File: config.mk
export PLATFORM = sky130hd
export DESIGN_NAME = slt_level_tables
export DESIGN_NICKNAME = d
export VERILOG_FILES = /design/src/logic/slt_table_mem.v /design/src/logic/slt_level_tables.v
export VERILOG_INCLUDE_DIRS = /design/src /design/src/logic
export SDC_FILE = /design/constraint.sdc
export NUM_CORES = 1
export LEC_CHECK = 0
export ABC_AREA = 1
export BUFFER_PORTS_ARGS = -buffer_cell sky130_fd_sc_hd__buf_4
export CAP_MARGIN = 10
export CORE_MARGIN = 5
export CORE_UTILIZATION = 53
export DETAILED_ROUTE_END_ITERATION = 8
export HOLD_SLACK_MARGIN = 0.02
export PLACE_DENSITY = 0.71
export REMOVE_ABC_BUFFERS = 1
export SLEW_MARGIN = 0
export SYNTH_ARGS = -nofsm -noshare
export SYNTH_HDL_FRONTEND = slang
export SYNTH_SLANG_ARGS = --single-unit
File: constraint.sdc
create_clock -name pclk -period 3.2 [get_ports pclk]
set_input_delay 0.32 -clock pclk [delete_from_list [all_inputs] [get_ports pclk]]
set_output_delay 0.32 -clock pclk [all_outputs]
set_load 0.05 [all_outputs]
File: src/logic/slt_defines.vh
`ifndef SLT_DEFINES_VH
`define SLT_DEFINES_VH

// Register byte offsets.
`define SLT_OFF_CTRL      8'h00
`define SLT_OFF_COUNTS    8'h04
`define SLT_OFF_INIT      8'h08
`define SLT_OFF_MIX       8'h0c
`define SLT_OFF_STATUS    8'h10
`define SLT_OFF_OUTPUT    8'h14
`define SLT_OFF_TABLE     8'h80

// Table memory word indices inside the table window.
`define SLT_TBL_VOL_BASE  5'h00
`define SLT_TBL_SPD_BASE  5'h10
`define SLT_TBL_PIT_BASE  5'h18

// Field positions.
`define SLT_CTRL_RUN      0
`define SLT_VOL_LSB       0
`define SLT_SPD_LSB       8
`define SLT_PIT_LSB       16
`define SLT_ST_VOL_BAD    24
`define SLT_ST_SPD_BAD    25
`define SLT_ST_PIT_BAD    26
`define SLT_ST_COMBO_BAD  27
`define SLT_ST_MIX_PITCH  28
`define SLT_ST_VALID      30
`define SLT_ST_RUN        31

// Level count limits and reset values.
`define SLT_VOL_MAX       4'd11
`define SLT_SPD_MAX       4'd7
`define SLT_PIT_MAX       4'd5
`define SLT_RST_COUNT     4'd1
`define SLT_RST_INDEX     4'd0
`define SLT_RST_MIX       7'h00

// Level codes.
`define SLT_VOL_FULL      7'h7f
`define SLT_CODE_OFF      8'h00
`define SLT_SPD_NARROW_LO 8'h55
`define SLT_SPD_NARROW_HI 8'h73

`endif

File: src/logic/slt_table_mem.v
`timescale 1ns/10ps
`default_nettype none

// Level table storage with a registered read port.
module slt_table_mem #(
    parameter WIDTH = 8,
    parameter DEPTH = 32,
    parameter AW    = 5
) (
    // Clock and reset
    input  wire             pclk,
    input  wire             presetn,
    // Write port
    input  wire             we,
    input  wire [AW-1:0]    waddr,
    input  wire [WIDTH-1:0] wdata,
    // Read port
    input  wire [AW-1:0]    raddr,
    output reg  [WIDTH-1:0] rdata
);

    reg [WIDTH-1:0] mem [0:DEPTH-1];

    always @(posedge pclk)
    begin
        if (we)
            mem[waddr] <= wdata;
    end

    // Unwritten entries may read as unknown until software fills them.
    always @(posedge pclk or negedge presetn)
    begin
        if (!presetn)
            rdata <= {WIDTH{1'b0}};
        else
            rdata <= mem[raddr];
    end

endmodule

`default_nettype wire

File: src/logic/slt_level_tables.v
// Added by the designer: the register offsets and register access over APB.
`timescale 1ns/10ps
`default_nettype none
`include "slt_defines.vh"

// Operation
// RULE_01: Volume level count 1 to 11; only entries below count are used.
// RULE_02: Any of 128 volume codes may be placed in the volume table.
// RULE_03: Volume 0x7f is 0 dB, each step -0.5 dB, 0x00 silent, >=0x80 bad.
// RULE_04: At start the volume index equals the initial volume index.
// RULE_05: While mixing, channel 1 volume is channel 0 minus the attenuation.
// RULE_06: Step pins move among configured volume levels only.
// RULE_07: Speed level count 1 to 7; only entries below count are used.
// RULE_08: Speed codes 0x4b to 0x7d in 5% steps, 0x00 off, rest bad.
// RULE_09: Software keeps speed within 85 to 115% when pitch is used.
// RULE_10: Speed applies to channel 0; pitch narrows it to seven settings.
// RULE_11: At start the speed index equals the initial speed index.
// RULE_12: Pitch level count 1 to 5; only entries below count are used.
// RULE_13: Pitch codes 0x5a to 0x6e in 5% steps, 0x00 off, rest bad.
// RULE_14: At start the pitch index equals the initial pitch index.
// RULE_15: Pitch works on channel 0 only, in the pitch variant, five levels.
// RULE_16: Software sets all pitch entries to 0x00 when mixing is used.
// RULE_17: Pitch pairs only with speed 85 to 115%; else pitch must be off.
// RULE_18: Configuration loads at start and stays locked while running.
module slt_level_tables #(
    parameter PITCH_SUPPORT = 1
) (
    // Clock and reset
    input  wire        pclk,
    input  wire        presetn,
    // APB slave
    input  wire        psel,
    input  wire        penable,
    input  wire        pwrite,
    input  wire [11:0] paddr,
    input  wire [31:0] pwdata,
    output wire [31:0] prdata,
    output wire        pready,
    output wire        pslverr,
    // Level step inputs, one-cycle pulses
    input  wire        vol_up,
    input  wire        vol_down,
    input  wire        speed_up,
    input  wire        speed_down,
    input  wire        pitch_up,
    input  wire        pitch_down,
    // Playback engine state
    input  wire        mix_active,
    // Playback engine settings
    output reg  [6:0]  vol_ch0_code,
    output reg  [6:0]  vol_ch0_atten,
    output reg         vol_ch0_mute,
    output reg  [6:0]  vol_ch1_code,
    output reg  [7:0]  speed_percent,
    output reg         speed_enable,
    output reg  [7:0]  pitch_percent,
    output reg         pitch_enable,
    output reg         levels_valid
);

    function [3:0] clamp_count;
        input [3:0] c;
        input [3:0] max;
        begin
            if (c == 4'd0)
                clamp_count = 4'd1;
            else if (c > max)
                clamp_count = max;
            else
                clamp_count = c;
        end
    endfunction

    function [3:0] clamp_idx;
        input [3:0] i;
        input [3:0] cnt;
        begin
            if (i >= cnt)
                clamp_idx = cnt - 4'd1;
            else
                clamp_idx = i;
        end
    endfunction

    // Opposite pulses in one cycle cancel rather than pick a winner.
    function [3:0] step_idx;
        input [3:0] i;
        input [3:0] cnt;
        input       up;
        input       dn;
        begin
            step_idx = i;
            if (up && !dn && (i + 4'd1 < cnt))
                step_idx = i + 4'd1;
            else if (dn && !up && (i != 4'd0))
                step_idx = i - 4'd1;
        end
    endfunction

    function tbl_mapped;
        input [4:0] w;
        begin
            tbl_mapped = (w < `SLT_TBL_VOL_BASE + `SLT_VOL_MAX) ||
                ((w >= `SLT_TBL_SPD_BASE) &&
                 (w < `SLT_TBL_SPD_BASE + {1'b0, `SLT_SPD_MAX})) ||
                ((w >= `SLT_TBL_PIT_BASE) &&
                 (w < `SLT_TBL_PIT_BASE + {1'b0, `SLT_PIT_MAX}));
        end
    endfunction

    function speed_ok;
        input [7:0] c;
        begin
            case (c)
                8'h00, 8'h4b, 8'h50, 8'h55, 8'h5a, 8'h5f, 8'h64,
                8'h69, 8'h6e, 8'h73, 8'h78, 8'h7d: speed_ok = 1'b1;
                default: speed_ok = 1'b0;
            endcase
        end
    endfunction

    function pitch_ok;
        input [7:0] c;
        begin
            case (c)
                8'h00, 8'h5a, 8'h5f, 8'h64, 8'h69, 8'h6e: pitch_ok = 1'b1;
                default: pitch_ok = 1'b0;
            endcase
        end
    endfunction

    localparam [2:0] SLOT_VOL = 3'b001;
    localparam [2:0] SLOT_SPD = 3'b010;
    localparam [2:0] SLOT_PIT = 3'b100;

    reg         run_q;
    reg  [3:0]  vol_cnt_q;
    reg  [3:0]  spd_cnt_q;
    reg  [3:0]  pit_cnt_q;
    reg  [3:0]  vol_init_q;
    reg  [3:0]  spd_init_q;
    reg  [3:0]  pit_init_q;
    reg  [6:0]  mix_atten_q;
    reg  [3:0]  vol_idx_q;
    reg  [3:0]  spd_idx_q;
    reg  [3:0]  pit_idx_q;
    reg  [2:0]  slot_q;
    reg  [2:0]  fetch_q;
    reg  [2:0]  fresh_q;
    reg  [7:0]  vol_raw_q;
    reg  [7:0]  spd_raw_q;
    reg  [7:0]  pit_raw_q;
    reg  [31:0] prdata_q;
    reg         tbl_rd_q;
    reg  [4:0]  slot_addr;
    reg         mapped;
    reg  [31:0] rd_mux;

    wire [7:0]  a        = paddr[7:0];
    wire        setup    = psel & ~penable;
    wire        access   = psel & penable;
    wire        hi_zero  = (paddr[11:8] == 4'h0) && (a[1:0] == 2'b00);
    wire        in_tbl   = hi_zero && a[7] && tbl_mapped(a[6:2]);
    wire        is_cfg   = in_tbl || (a == `SLT_OFF_COUNTS) ||
                           (a == `SLT_OFF_INIT) || (a == `SLT_OFF_MIX);
    wire        locked   = run_q & pwrite & is_cfg; // RULE_18
    wire        wr_ok    = access & pwrite & mapped & ~locked;
    wire        tbl_rd   = setup & ~pwrite & in_tbl;
    wire        start    = wr_ok && (a == `SLT_OFF_CTRL) &&
                           pwdata[`SLT_CTRL_RUN] && !run_q;
    wire [3:0]  vol_cnt  = clamp_count(vol_cnt_q, `SLT_VOL_MAX); // RULE_01
    wire [3:0]  spd_cnt  = clamp_count(spd_cnt_q, `SLT_SPD_MAX); // RULE_07
    wire [3:0]  pit_cnt  = clamp_count(pit_cnt_q, `SLT_PIT_MAX); // RULE_12
    wire [6:0]  ch0      = vol_ch0_code;
    wire [7:0]  mem_rdata;

    // Prohibited codes fall back to silence or to conversion off.
    wire       vol_good     = ~vol_raw_q[7]; // RULE_03
    wire [6:0] vol_code     = vol_good ? vol_raw_q[6:0] : 7'h00; // RULE_02
    wire       spd_good     = speed_ok(spd_raw_q); // RULE_08
    wire       speed_narrow = (spd_raw_q >= `SLT_SPD_NARROW_LO) &&
                              (spd_raw_q <= `SLT_SPD_NARROW_HI);
    wire       pitch_wanted = (PITCH_SUPPORT != 0) && !mix_active &&
                              pitch_ok(pit_raw_q) &&
                              (pit_raw_q != `SLT_CODE_OFF); // RULE_15 RULE_13
    // Speed keeps priority: an illegal pairing turns pitch off.
    wire       pitch_go     = pitch_wanted && speed_narrow; // RULE_10 RULE_17

    // Zero wait states: table reads fetch in setup and answer in access.
    assign pready  = 1'b1;
    assign pslverr = access & (~mapped | locked);
    assign prdata  = tbl_rd_q ? {24'h000000, mem_rdata} : prdata_q;

    always @*
    begin
        mapped = hi_zero && (in_tbl || (a == `SLT_OFF_CTRL) ||
                 (a == `SLT_OFF_COUNTS) || (a == `SLT_OFF_INIT) ||
                 (a == `SLT_OFF_MIX) || (a == `SLT_OFF_STATUS) ||
                 (a == `SLT_OFF_OUTPUT));
        rd_mux = 32'h00000000;
        case (a)
            `SLT_OFF_CTRL:
                rd_mux[`SLT_CTRL_RUN] = run_q;
            `SLT_OFF_COUNTS:
            begin
                rd_mux[`SLT_VOL_LSB +: 4] = vol_cnt_q;
                rd_mux[`SLT_SPD_LSB +: 3] = spd_cnt_q[2:0];
                rd_mux[`SLT_PIT_LSB +: 3] = pit_cnt_q[2:0];
            end
            `SLT_OFF_INIT:
            begin
                rd_mux[`SLT_VOL_LSB +: 4] = vol_init_q;
                rd_mux[`SLT_SPD_LSB +: 3] = spd_init_q[2:0];
                rd_mux[`SLT_PIT_LSB +: 3] = pit_init_q[2:0];
            end
            `SLT_OFF_MIX:
                rd_mux[6:0] = mix_atten_q;
            `SLT_OFF_STATUS:
            begin
                rd_mux[`SLT_VOL_LSB +: 4] = vol_idx_q;
                rd_mux[`SLT_SPD_LSB +: 3] = spd_idx_q[2:0];
                rd_mux[`SLT_PIT_LSB +: 3] = pit_idx_q[2:0];
                rd_mux[`SLT_ST_VOL_BAD] = run_q & vol_raw_q[7];
                rd_mux[`SLT_ST_SPD_BAD] = run_q & ~speed_ok(spd_raw_q);
                rd_mux[`SLT_ST_PIT_BAD] = run_q & ~pitch_ok(pit_raw_q);
                rd_mux[`SLT_ST_COMBO_BAD] = run_q & pitch_wanted &
                                            ~speed_narrow;
                rd_mux[`SLT_ST_MIX_PITCH] = run_q & mix_active &
                                            (pit_raw_q != `SLT_CODE_OFF);
                rd_mux[`SLT_ST_VALID] = levels_valid;
                rd_mux[`SLT_ST_RUN] = run_q;
            end
            `SLT_OFF_OUTPUT:
                rd_mux = {pitch_percent, speed_percent, 1'b0, vol_ch1_code,
                          1'b0, vol_ch0_code};
            default:
                rd_mux = 32'h00000000;
        endcase
    end

    // APB register file and the run latch.
    always @(posedge pclk or negedge presetn)
    begin
        if (!presetn)
        begin
            run_q       <= 1'b0;
            vol_cnt_q   <= `SLT_RST_COUNT;
            spd_cnt_q   <= `SLT_RST_COUNT;
            pit_cnt_q   <= `SLT_RST_COUNT;
            vol_init_q  <= `SLT_RST_INDEX;
            spd_init_q  <= `SLT_RST_INDEX;
            pit_init_q  <= `SLT_RST_INDEX;
            mix_atten_q <= `SLT_RST_MIX;
            prdata_q    <= 32'h00000000;
            tbl_rd_q    <= 1'b0;
        end
        else
        begin
            tbl_rd_q <= tbl_rd;
            if (setup)
                prdata_q <= (mapped && !pwrite) ? rd_mux : 32'h00000000;
            if (wr_ok && a == `SLT_OFF_CTRL)
                run_q <= pwdata[`SLT_CTRL_RUN];
            if (wr_ok && a == `SLT_OFF_COUNTS)
            begin
                vol_cnt_q <= pwdata[`SLT_VOL_LSB +: 4];
                spd_cnt_q <= {1'b0, pwdata[`SLT_SPD_LSB +: 3]};
                pit_cnt_q <= {1'b0, pwdata[`SLT_PIT_LSB +: 3]};
            end
            if (wr_ok && a == `SLT_OFF_INIT)
            begin
                vol_init_q <= pwdata[`SLT_VOL_LSB +: 4];
                spd_init_q <= {1'b0, pwdata[`SLT_SPD_LSB +: 3]};
                pit_init_q <= {1'b0, pwdata[`SLT_PIT_LSB +: 3]};
            end
            if (wr_ok && a == `SLT_OFF_MIX)
                mix_atten_q <= pwdata[6:0];
        end
    end

    // Selected indices: loaded on start, stepped by the pins while running.
    always @(posedge pclk or negedge presetn)
    begin
        if (!presetn)
        begin
            vol_idx_q <= `SLT_RST_INDEX;
            spd_idx_q <= `SLT_RST_INDEX;
            pit_idx_q <= `SLT_RST_INDEX;
        end
        else if (start)
        begin
            vol_idx_q <= clamp_idx(vol_init_q, vol_cnt); // RULE_04
            spd_idx_q <= clamp_idx(spd_init_q, spd_cnt); // RULE_11
            pit_idx_q <= clamp_idx(pit_init_q, pit_cnt); // RULE_14
        end
        else if (run_q)
        begin
            vol_idx_q <= step_idx(vol_idx_q, vol_cnt, vol_up, vol_down); // RULE_06
            spd_idx_q <= step_idx(spd_idx_q, spd_cnt, speed_up, speed_down);
            pit_idx_q <= step_idx(pit_idx_q, pit_cnt, pitch_up, pitch_down);
        end
    end

    always @*
    begin
        case (slot_q)
            SLOT_VOL: slot_addr = `SLT_TBL_VOL_BASE + {1'b0, vol_idx_q};
            SLOT_SPD: slot_addr = `SLT_TBL_SPD_BASE + {1'b0, spd_idx_q};
            SLOT_PIT: slot_addr = `SLT_TBL_PIT_BASE + {1'b0, pit_idx_q};
            default:  slot_addr = `SLT_TBL_VOL_BASE;
        endcase
    end

    slt_table_mem #(
        .WIDTH (8),
        .DEPTH (32),
        .AW    (5)
    ) u_mem (
        .pclk    (pclk),
        .presetn (presetn),
        .we      (wr_ok & in_tbl),
        .waddr   (a[6:2]),
        .wdata   (pwdata[7:0]),
        .raddr   (tbl_rd ? a[6:2] : slot_addr),
        .rdata   (mem_rdata)
    );

    // Round-robin fetch of the selected entries; an APB table read steals
    // the port for one cycle, which only delays the rotation.
    always @(posedge pclk or negedge presetn)
    begin
        if (!presetn)
        begin
            slot_q    <= SLOT_VOL;
            fetch_q   <= 3'b000;
            fresh_q   <= 3'b000;
            vol_raw_q <= `SLT_CODE_OFF;
            spd_raw_q <= `SLT_CODE_OFF;
            pit_raw_q <= `SLT_CODE_OFF;
        end
        else
        begin
            // A fetch launched on the start edge still used the old index.
            fetch_q <= (tbl_rd || start) ? 3'b000 : slot_q;
            if (!tbl_rd)
                slot_q <= {slot_q[1:0], slot_q[2]};
            if (start)
                fresh_q <= 3'b000;
            else
                fresh_q <= fresh_q | fetch_q;
            if (fetch_q[0])
                vol_raw_q <= mem_rdata;
            if (fetch_q[1])
                spd_raw_q <= mem_rdata;
            if (fetch_q[2])
                pit_raw_q <= mem_rdata;
        end
    end

    always @(posedge pclk or negedge presetn)
    begin
        if (!presetn)
        begin
            vol_ch0_code  <= 7'h00;
            vol_ch0_atten <= 7'h00;
            vol_ch0_mute  <= 1'b1;
            vol_ch1_code  <= 7'h00;
            speed_percent <= `SLT_CODE_OFF;
            speed_enable  <= 1'b0;
            pitch_percent <= `SLT_CODE_OFF;
            pitch_enable  <= 1'b0;
            levels_valid  <= 1'b0;
        end
        else
        begin
            vol_ch0_code  <= run_q ? vol_code : 7'h00;
            vol_ch0_atten <= (run_q && vol_code != 7'h00) ?
                             `SLT_VOL_FULL - vol_code : 7'h00; // RULE_03
            vol_ch0_mute  <= !run_q || vol_code == 7'h00;
            // Attenuation past the bottom code means silence.
            vol_ch1_code  <= (ch0 > mix_atten_q) ?
                             ch0 - mix_atten_q : 7'h00; // RULE_05
            speed_enable  <= run_q && spd_good &&
                             spd_raw_q != `SLT_CODE_OFF;
            speed_percent <= (run_q && spd_good) ?
                             spd_raw_q : `SLT_CODE_OFF;
            pitch_enable  <= run_q && pitch_go;
            pitch_percent <= (run_q && pitch_go) ?
                             pit_raw_q : `SLT_CODE_OFF;
            levels_valid  <= run_q && !start && (&fresh_q);
        end
    end

endmodule

`default_nettype wire

==> results by group, run 1 <==
Floorplan
  – # rows: 70
  – Die area: 40,700 um2
  – Area of the core: 36,400 um2
  – Die height: 202 um
  – Initial core utilization: 53.5%
  – Top Ports: 131
  – DIE WIDTH: 202 um

CTS
  – CTS Buffer Depth: 3
  – Clock transition at path regs: 60 ps
  – Post-CTS setup-driven buffer insertion count: 0
  – Depth of the CTS H-tree: 2
  – CTS-repair resized insts: 0
  – Clock root cell: clkbuf_16
  – Cts bufs inserted: 43
  – Clk Latency, worst-skew pair: 580 ps
  – CTS Sinks: 409
  – CTS tree: yes
  – Hold buffers post-CTS: 3

Timing
  – Least-Margin Pin Slew: 878 ps
  – RSZ-0062 raised after global routing: false
  – Min Tclk post-route: 2760 ps
  – Relative slew slack: 41.4%
  – Final setup fails: 0
  – Endpoints failing hold: 0
  – Tcrit/Tclk final: 86.3%
  – Setup WS post-layout: 440 ps
  – Clock Skew: 23.0 ps
  – Slew Limit Fails: 0
  – Fmax: 362 MHz

Place
  – # port buffers: 110
  – Pre-CTS WS: 223 ps
  – Routability Congestion: 0.923
  – HPWL Detailed: 33,300 um

Global routing
  – GR met1 Demand/Resource: 31.5%
  – Met2 Resource Use GR: 40.4%
  – Global route hottest layer: met2
  – Pin count of the biggest net entering global routing: 93
  – Met3 layer usage reported by global route: 3.84%
  – Global-route usage over all layers: 24.1%
  – Vias in the first global route: 14,614
  – First-pass GRT wire length: 78,400 um
  – Initial antenna violation count: 0
  – Total grt overflow: 0

Critical path
  – CP dominant cell by count: nand2_1
  – CP Cell Sequence: nor3_1 > nand2_1 > nand2_1 > nor2_1 > inv_1 > nand2_2 > nand2_2 > buf_4 > nand2_1 > nand3_1 > nand3_1 > nand3_1 > nand2_1 > nand2_1 > nand2_1
  – CP endpoint kind: flip-flop
  – CP Class: reg -> reg
  – Worst r2r src: slot_q[1]
  – Buf/Inv on CP: 2
  – Worst path max stage delay: 450 ps
  – WP data required: 3640 ps
  – Slowest stage cell on the critical path: nor3_1
  – CP startpoint: slot_q[1]
  – Crit path DAT: 3200 ps
  – CP Launch Type: flip-flop
  – Top delay family on crit path: simple AND/OR/NAND/NOR gates
  – CP max FO: 29

Routing
  – DRT Pass-1 Iters: 6
  – Avg WL per Cell: 17.3 um
  – ANT nets after route: 0
  – DRT iter0 DRCs: 1,164
  – DR vias: 14,982
  – WL final: 48,900 um
  – Vias per std cell: 5.30
  – DRC viols: 0

Pwr
  – Pwr per Cell Area: 530 nW/um2
  – Power consumption: 12.1 mW
  – Leakage: 10.6 nW
  – Maximum VDD drop: 0.485 mV

Cells and area
  – Filler cell count: 3,041
  – Layout area overhead: 16.9%
  – Multi-input logic area: 6360 um2
  – N_diodes: 0
  – Share of post-route cells with drive strength above 1: 11.6%
  – NumNets Final: 2,415
  – Register area: 11,500 um2

Synth
  – Cell count after synthesis: 2,107
  – Count of cell types in the netlist: 54
  – Ys async rst share: 37.4%
  – Netlist Area Pre-Place: 19,500 um2
  – #FFs+latches synth: 409
  – Predominant post-synthesis flop cell: edfxtp_1
  – Synth area leaders: edfxtp_1 39%, dfrtp_1 19%, nand2_1 8.7%, nand3_1 7.7%, inv_1 7.6%
  – Most frequent cells after synthesis: 452 x nand2_1, 396 x inv_1, 299 x nand3_1
  – Sequential area share after synthesis: 59.1%
  – Post-synth EDFFs: 256
  – Count leader, synth: nand2_1
  – Area share of the largest cell type after synthesis: 39.5%
  – Cell accounting for the most synthesized area: edfxtp_1
  – Mapped Avg Cell Area: 9.25 um2
  – Syn. warnings: 0

Hold path
  – Worst Hold Launch: pwdata[10]
  – Hold crit path type: in -> reg

Run status
  – Run status: completed

Job
  – Max-Cap Viols: 0
## cell type report
type                       instances  share of cell area, %
multi-input combinational       1292                   27.9
sequential                       409                   50.6
inverter                         400                   6.59
tap                              468                   2.57
clock inverter                    14                  0.709
timing repair buffer             179                   6.23
clock buffer                      65                   5.35
## registers in the layout, indices dropped and copies added, names as in the netlist, 8 cells and up
register	count
pit_raw_q	8
pitch_percent	8
prdata_q	30
spd_raw_q	8
speed_percent	8
u_mem.mem	256
u_mem.rdata	8
vol_raw_q	8
## placed cells by master, fill, tap and decap left out, drive strengths merged, types with 5 or more instances in the layout
cell type	count
ha	33
nand3	305
conb	76
dfrtp	148
edfxtp	256
clkbuf	65
nand3b	26
buf	176
nand4	14
o211ai	9
o22ai	11
dfstp	5
inv	402
nor2	113
o21ai	118
xor2	13
xnor2	6
a21oi	33
clkinv	8
nor3	35
nand2	459
## layer usage
metal	share of wire, %	wire, um
met1	41	20300
met2	48	23500
met3	6.6	3210
met4	4.0	1950
met5	0	0
## cell families (layout without fill, tap and decap cells)
kind of cell	after synthesis	count (layout)	synth area share (%)
flops	409	409	59.1
mux	4	4	0.231
other cells	2	76	0.0386
xor+xnor	19	19	0.854
fa+ha+maj	34	34	2.22
compound gates	201	201	5.97
simple gates	958	958	21.9
buf+inv	480	658	9.68
## worst register-to-register path, cell delays in order, from the launching register on
cell and delay (ps):
dfrtp_1 410, nor3_1 450, nand2_1 100, nand2_1 90
nor2_1 90, inv_1 80, nand2_2 60, nand2_2 280
buf_4 390, nand2_1 110, nand3_1 100, nand3_1 170
nand3_1 130, nand2_1 50, nand2_1 60, nand2_1 70
## power by group
group          total (mW)  leakage [nW]  internal, mW  switching, mW
Clock                4.86         0.671          2.88           1.98
Sequential           5.95          4.41          5.81          0.148
Combinational        1.25          5.54         0.452          0.796
Total                12.1          10.6          9.14           2.93
## metrics by stage
stage | cells | hold WS, ps | TNS, ps | area, um2 | utilization (%)
after CTS | 2827 | 20.7 | 0 | 22800 | 62.5
final | 2827 | 49.1 | 0 | 22800 | 62.5
after floorplan | 2101 | 24.4 | -6230 | 19400 | -
after detailed placement | 2745 | 461 | 0 | 21400 | 58.6
after global placement | 2745 | 450 | 0 | 21400 | 58.6
after global routing | 2827 | 47.5 | 0 | 22800 | 62.5
## worst paths after layout
check | slack [ps] | end | depth (start not counted)
worst min-delay path | 50 | spd_init_q[2] | 3
worst min register to register | 470 | vol_ch0_atten[2] | 1
worst max-delay path | 440 | u_mem.rdata[7] | 15
min in group asynchronous | 390 | pit_cnt_q[2] | 2
worst max register to register | 440 | u_mem.rdata[7] | 15
max in group asynchronous | 1930 | prdata_q[29] | 3
No activity file was read; power rests on OpenSTA's default activity.
==> run 2, diff against run 1 <==
--- a/config.mk
+++ b/config.mk
@@ -12,6 +12,7 @@
 export CORE_MARGIN = 5
 export CORE_UTILIZATION = 53
 export DETAILED_ROUTE_END_ITERATION = 8
+export GPL_TIMING_DRIVEN = 0
 export HOLD_SLACK_MARGIN = 0.02
 export PLACE_DENSITY = 0.71
 export REMOVE_ABC_BUFFERS = 1
==> constraint.sdc (replaced) <==
create_clock -name pclk -period 3.2 [get_ports pclk]
set_input_delay 0.16 -clock pclk [delete_from_list [all_inputs] [get_ports pclk]]
set_output_delay 0.16 -clock pclk [all_outputs]
set_load 0.05 [all_outputs]
==> run 2 against run 1 <==
Compared with the run above: routed wire length increased by 5.2%; hold slack improved by 4.7 ps; clock skew fell by 9.4 ps; die area did not move; count of clock-buffer cells in the layout down 12; core utilization fell by 0.14 points; global-route usage is 0.29 points higher; critical path type unchanged; total power is 1.8% lower.
==> results by group, run 2 (synthesis results as in run 1) <==
Run status
  – Run status: completed

Place
  – # port buffers: 110
  – Pre-CTS WS: -1420 ps
  – Placed cell count: 2,698
  – HPWL Detailed: 33,300 um
  – Routability Congestion: 0.971

Cells and area
  – NumNets Final: 2,382
  – Commonest non-fill, non-tap cell in the layout: nand2_1
  – Top reg by flops: u_mem.mem
  – Most frequent cells in the layout: 451 x nand2_1, 395 x inv_1, 299 x nand3_1, 256 x edfxtp_1, 148 x dfrtp_1
  – Fin util: 62.3%
  – Max reg flops: 256
  – Filler cell count: 3,016
  – Layout area overhead: 16.6%
  – Biggest regs: u_mem.mem (256), prdata_q (30)
  – Share of post-route cells with drive strength above 1: 11.1%
  – Layout Cells excl Fill: 2,792

CTS
  – Clk Latency, worst-skew pair: 550 ps
  – Cts bufs inserted: 43
  – CTS tree: yes
  – Clock transition at path regs: 60 ps
  – Clock root cell: clkbuf_16
  – CTS Buffer Depth: 3
  – CTS Sinks: 409
  – Depth of the CTS H-tree: 2

Timing
  – Final setup fails: 0
  – Setup WS post-layout: 128 ps
  – Setup TNS: 0 ps
  – Slew Limit Fails: 0
  – Relative slew slack: 16.7%
  – Tcrit/Tclk final: 96.0%
  – Endpoints failing hold: 0
  – Clock Skew: 13.6 ps
  – Fmax: 326 MHz
  – Min Tclk post-route: 3070 ps
  – Least-Margin Pin Slew: 1250 ps

Critical path
  – WP data required: 3600 ps
  – Top delay family on crit path: simple AND/OR/NAND/NOR gates
  – Buf/Inv on CP: 2
  – CP max FO: 82
  – Slowest stage cell on the critical path: dfstp_2
  – Worst path max stage delay: 560 ps
  – CP Class: reg -> reg
  – CP endpoint kind: flip-flop
  – CP Cell Sequence: inv_1 > nand3_1 > nor2_1 > nor2_4 > nand2_8 > nand2_8 > buf_16 > nand2_1 > nand3_1 > nand3_1 > nand3_1 > nand2_1 > nand2_1 > nand2_1
  – CP Launch Type: flip-flop
  – Crit path DAT: 3470 ps

Hold path
  – Hold crit path type: in -> reg

Floorplan
  – # rows: 70
  – Die height: 202 um
  – Area of the core: 36,400 um2
  – Initial core utilization: 53.5%
  – Top Ports: 131
  – Die area: 40,700 um2
  – DIE WIDTH: 202 um

Routing
  – DRC viols: 0
  – ANT nets after route: 0
  – Avg WL per Cell: 18.4 um
  – WL final: 51,500 um
  – Vias per std cell: 5.46
  – DRT Pass-1 Iters: 7
  – DR vias: 15,250
  – DRT iter0 DRCs: 1,413

Pwr
  – Gate power share: 10.6%
  – Cell internal pwr: 8.88 mW
  – Leakage: 10.5 nW
  – Pwr per Cell Area: 522 nW/um2
  – Switch Pwr: 2.97 mW
  – Seq pwr share: 50.2%
  – Clock power share: 39.1%
  – Sw Share: 25.1%
  – Maximum VDD drop: 0.478 mV

Global routing
  – Vias in the first global route: 14,793
  – Pin count of the biggest net entering global routing: 83
  – Total grt overflow: 0
  – Initial antenna violation count: 1
  – First-pass GRT wire length: 79,700 um
  – Global-route usage over all layers: 24.4%

Job
  – Max-Cap Viols: 0
[run 2: what timing repair did]
item                                    in CTS  in global routing
buffers inserted                             1                  4
pin swaps                                    1                  3
resized for setup                           33                  5
cloned                                       0                  4
hold buffers                                 8                  0
endpoints found under the hold margin       80                  0
endpoints found under the setup margin     192                144
[run 2: per-stage QoR]
stage	hold slack (ps)	cell area [um2]	power (mW)
2_1_floorplan	-136	19400	6.86
3_3_place_gp	416	20800	7.25
5_1_grt	52.6	22700	12.3
6_report	53.9	22700	11.9
3_5_place_dp	223	21100	7.29
4_1_cts	36.3	22600	11.9
[run 2: final cells by class]
cell class              instances  area [um2]  share of cell area [%]
well taps                     468         586                    2.58
inverters                     400        1510                    6.63
diodes                          1        2.50                  0.0110
repair buffers                142        1220                    5.36
clock buffers                  53        1110                    4.90
clock inverters                23         159                   0.699
multi-input cells            1295        6600                    29.1
flip-flops and latches        409       11500                    50.7
repair inverters                1        7.51                  0.0330
[run 2: worst reg2reg max path: stages, from the launching register on]
cell and delay (ps):
dfstp_2 560, inv_1 70, nand3_1 190, nor2_1 110
nor2_4 330, nand2_8 220, nand2_8 270, buf_16 280
nand2_1 220, nand3_1 90, nand3_1 130, nand3_1 110
nand2_1 120, nand2_1 100, nand2_1 120
[run 2: final timing paths]
check	from	endpoint	slack (ps)	cells after the start
hold reg to reg	vol_raw_q[3]	vol_ch0_atten[3]	470	1
max in group asynchronous	presetn	vol_raw_q[7]	2160	3
hold / removal	pwdata[4]	u_mem.mem[10][4]	50	1
min in group asynchronous	presetn	pit_cnt_q[2]	170	2
setup reg to reg	slot_q[0]	u_mem.rdata[4]	130	14
setup / recovery	slot_q[0]	u_mem.rdata[4]	130	14
[run 2: per-layer routing]
layer	routed length (um)	vias to the layer above	track usage [%]	part of all wire (%)
li1	-	7178	-	-
met3	4150	157	4.29	8.1
met5	0	-	0	0
met1	20500	7231	31.4	40
met2	24700	684	41.2	48
met4	2120	0	10.2	4.1
[run 2: power groups by stage]
| stage | clock network (mW) | logic, mW | registers, mW |
|---|---|---|---|
| floorplan | 0 | 0.799 | 6.06 |
| global placement | 0 | 1.20 | 6.05 |
| detailed placement | 0 | 1.23 | 6.06 |
| CTS | 4.70 | 1.25 | 5.95 |
| global route | 4.92 | 1.43 | 5.97 |
| finish | 4.64 | 1.26 | 5.95 |
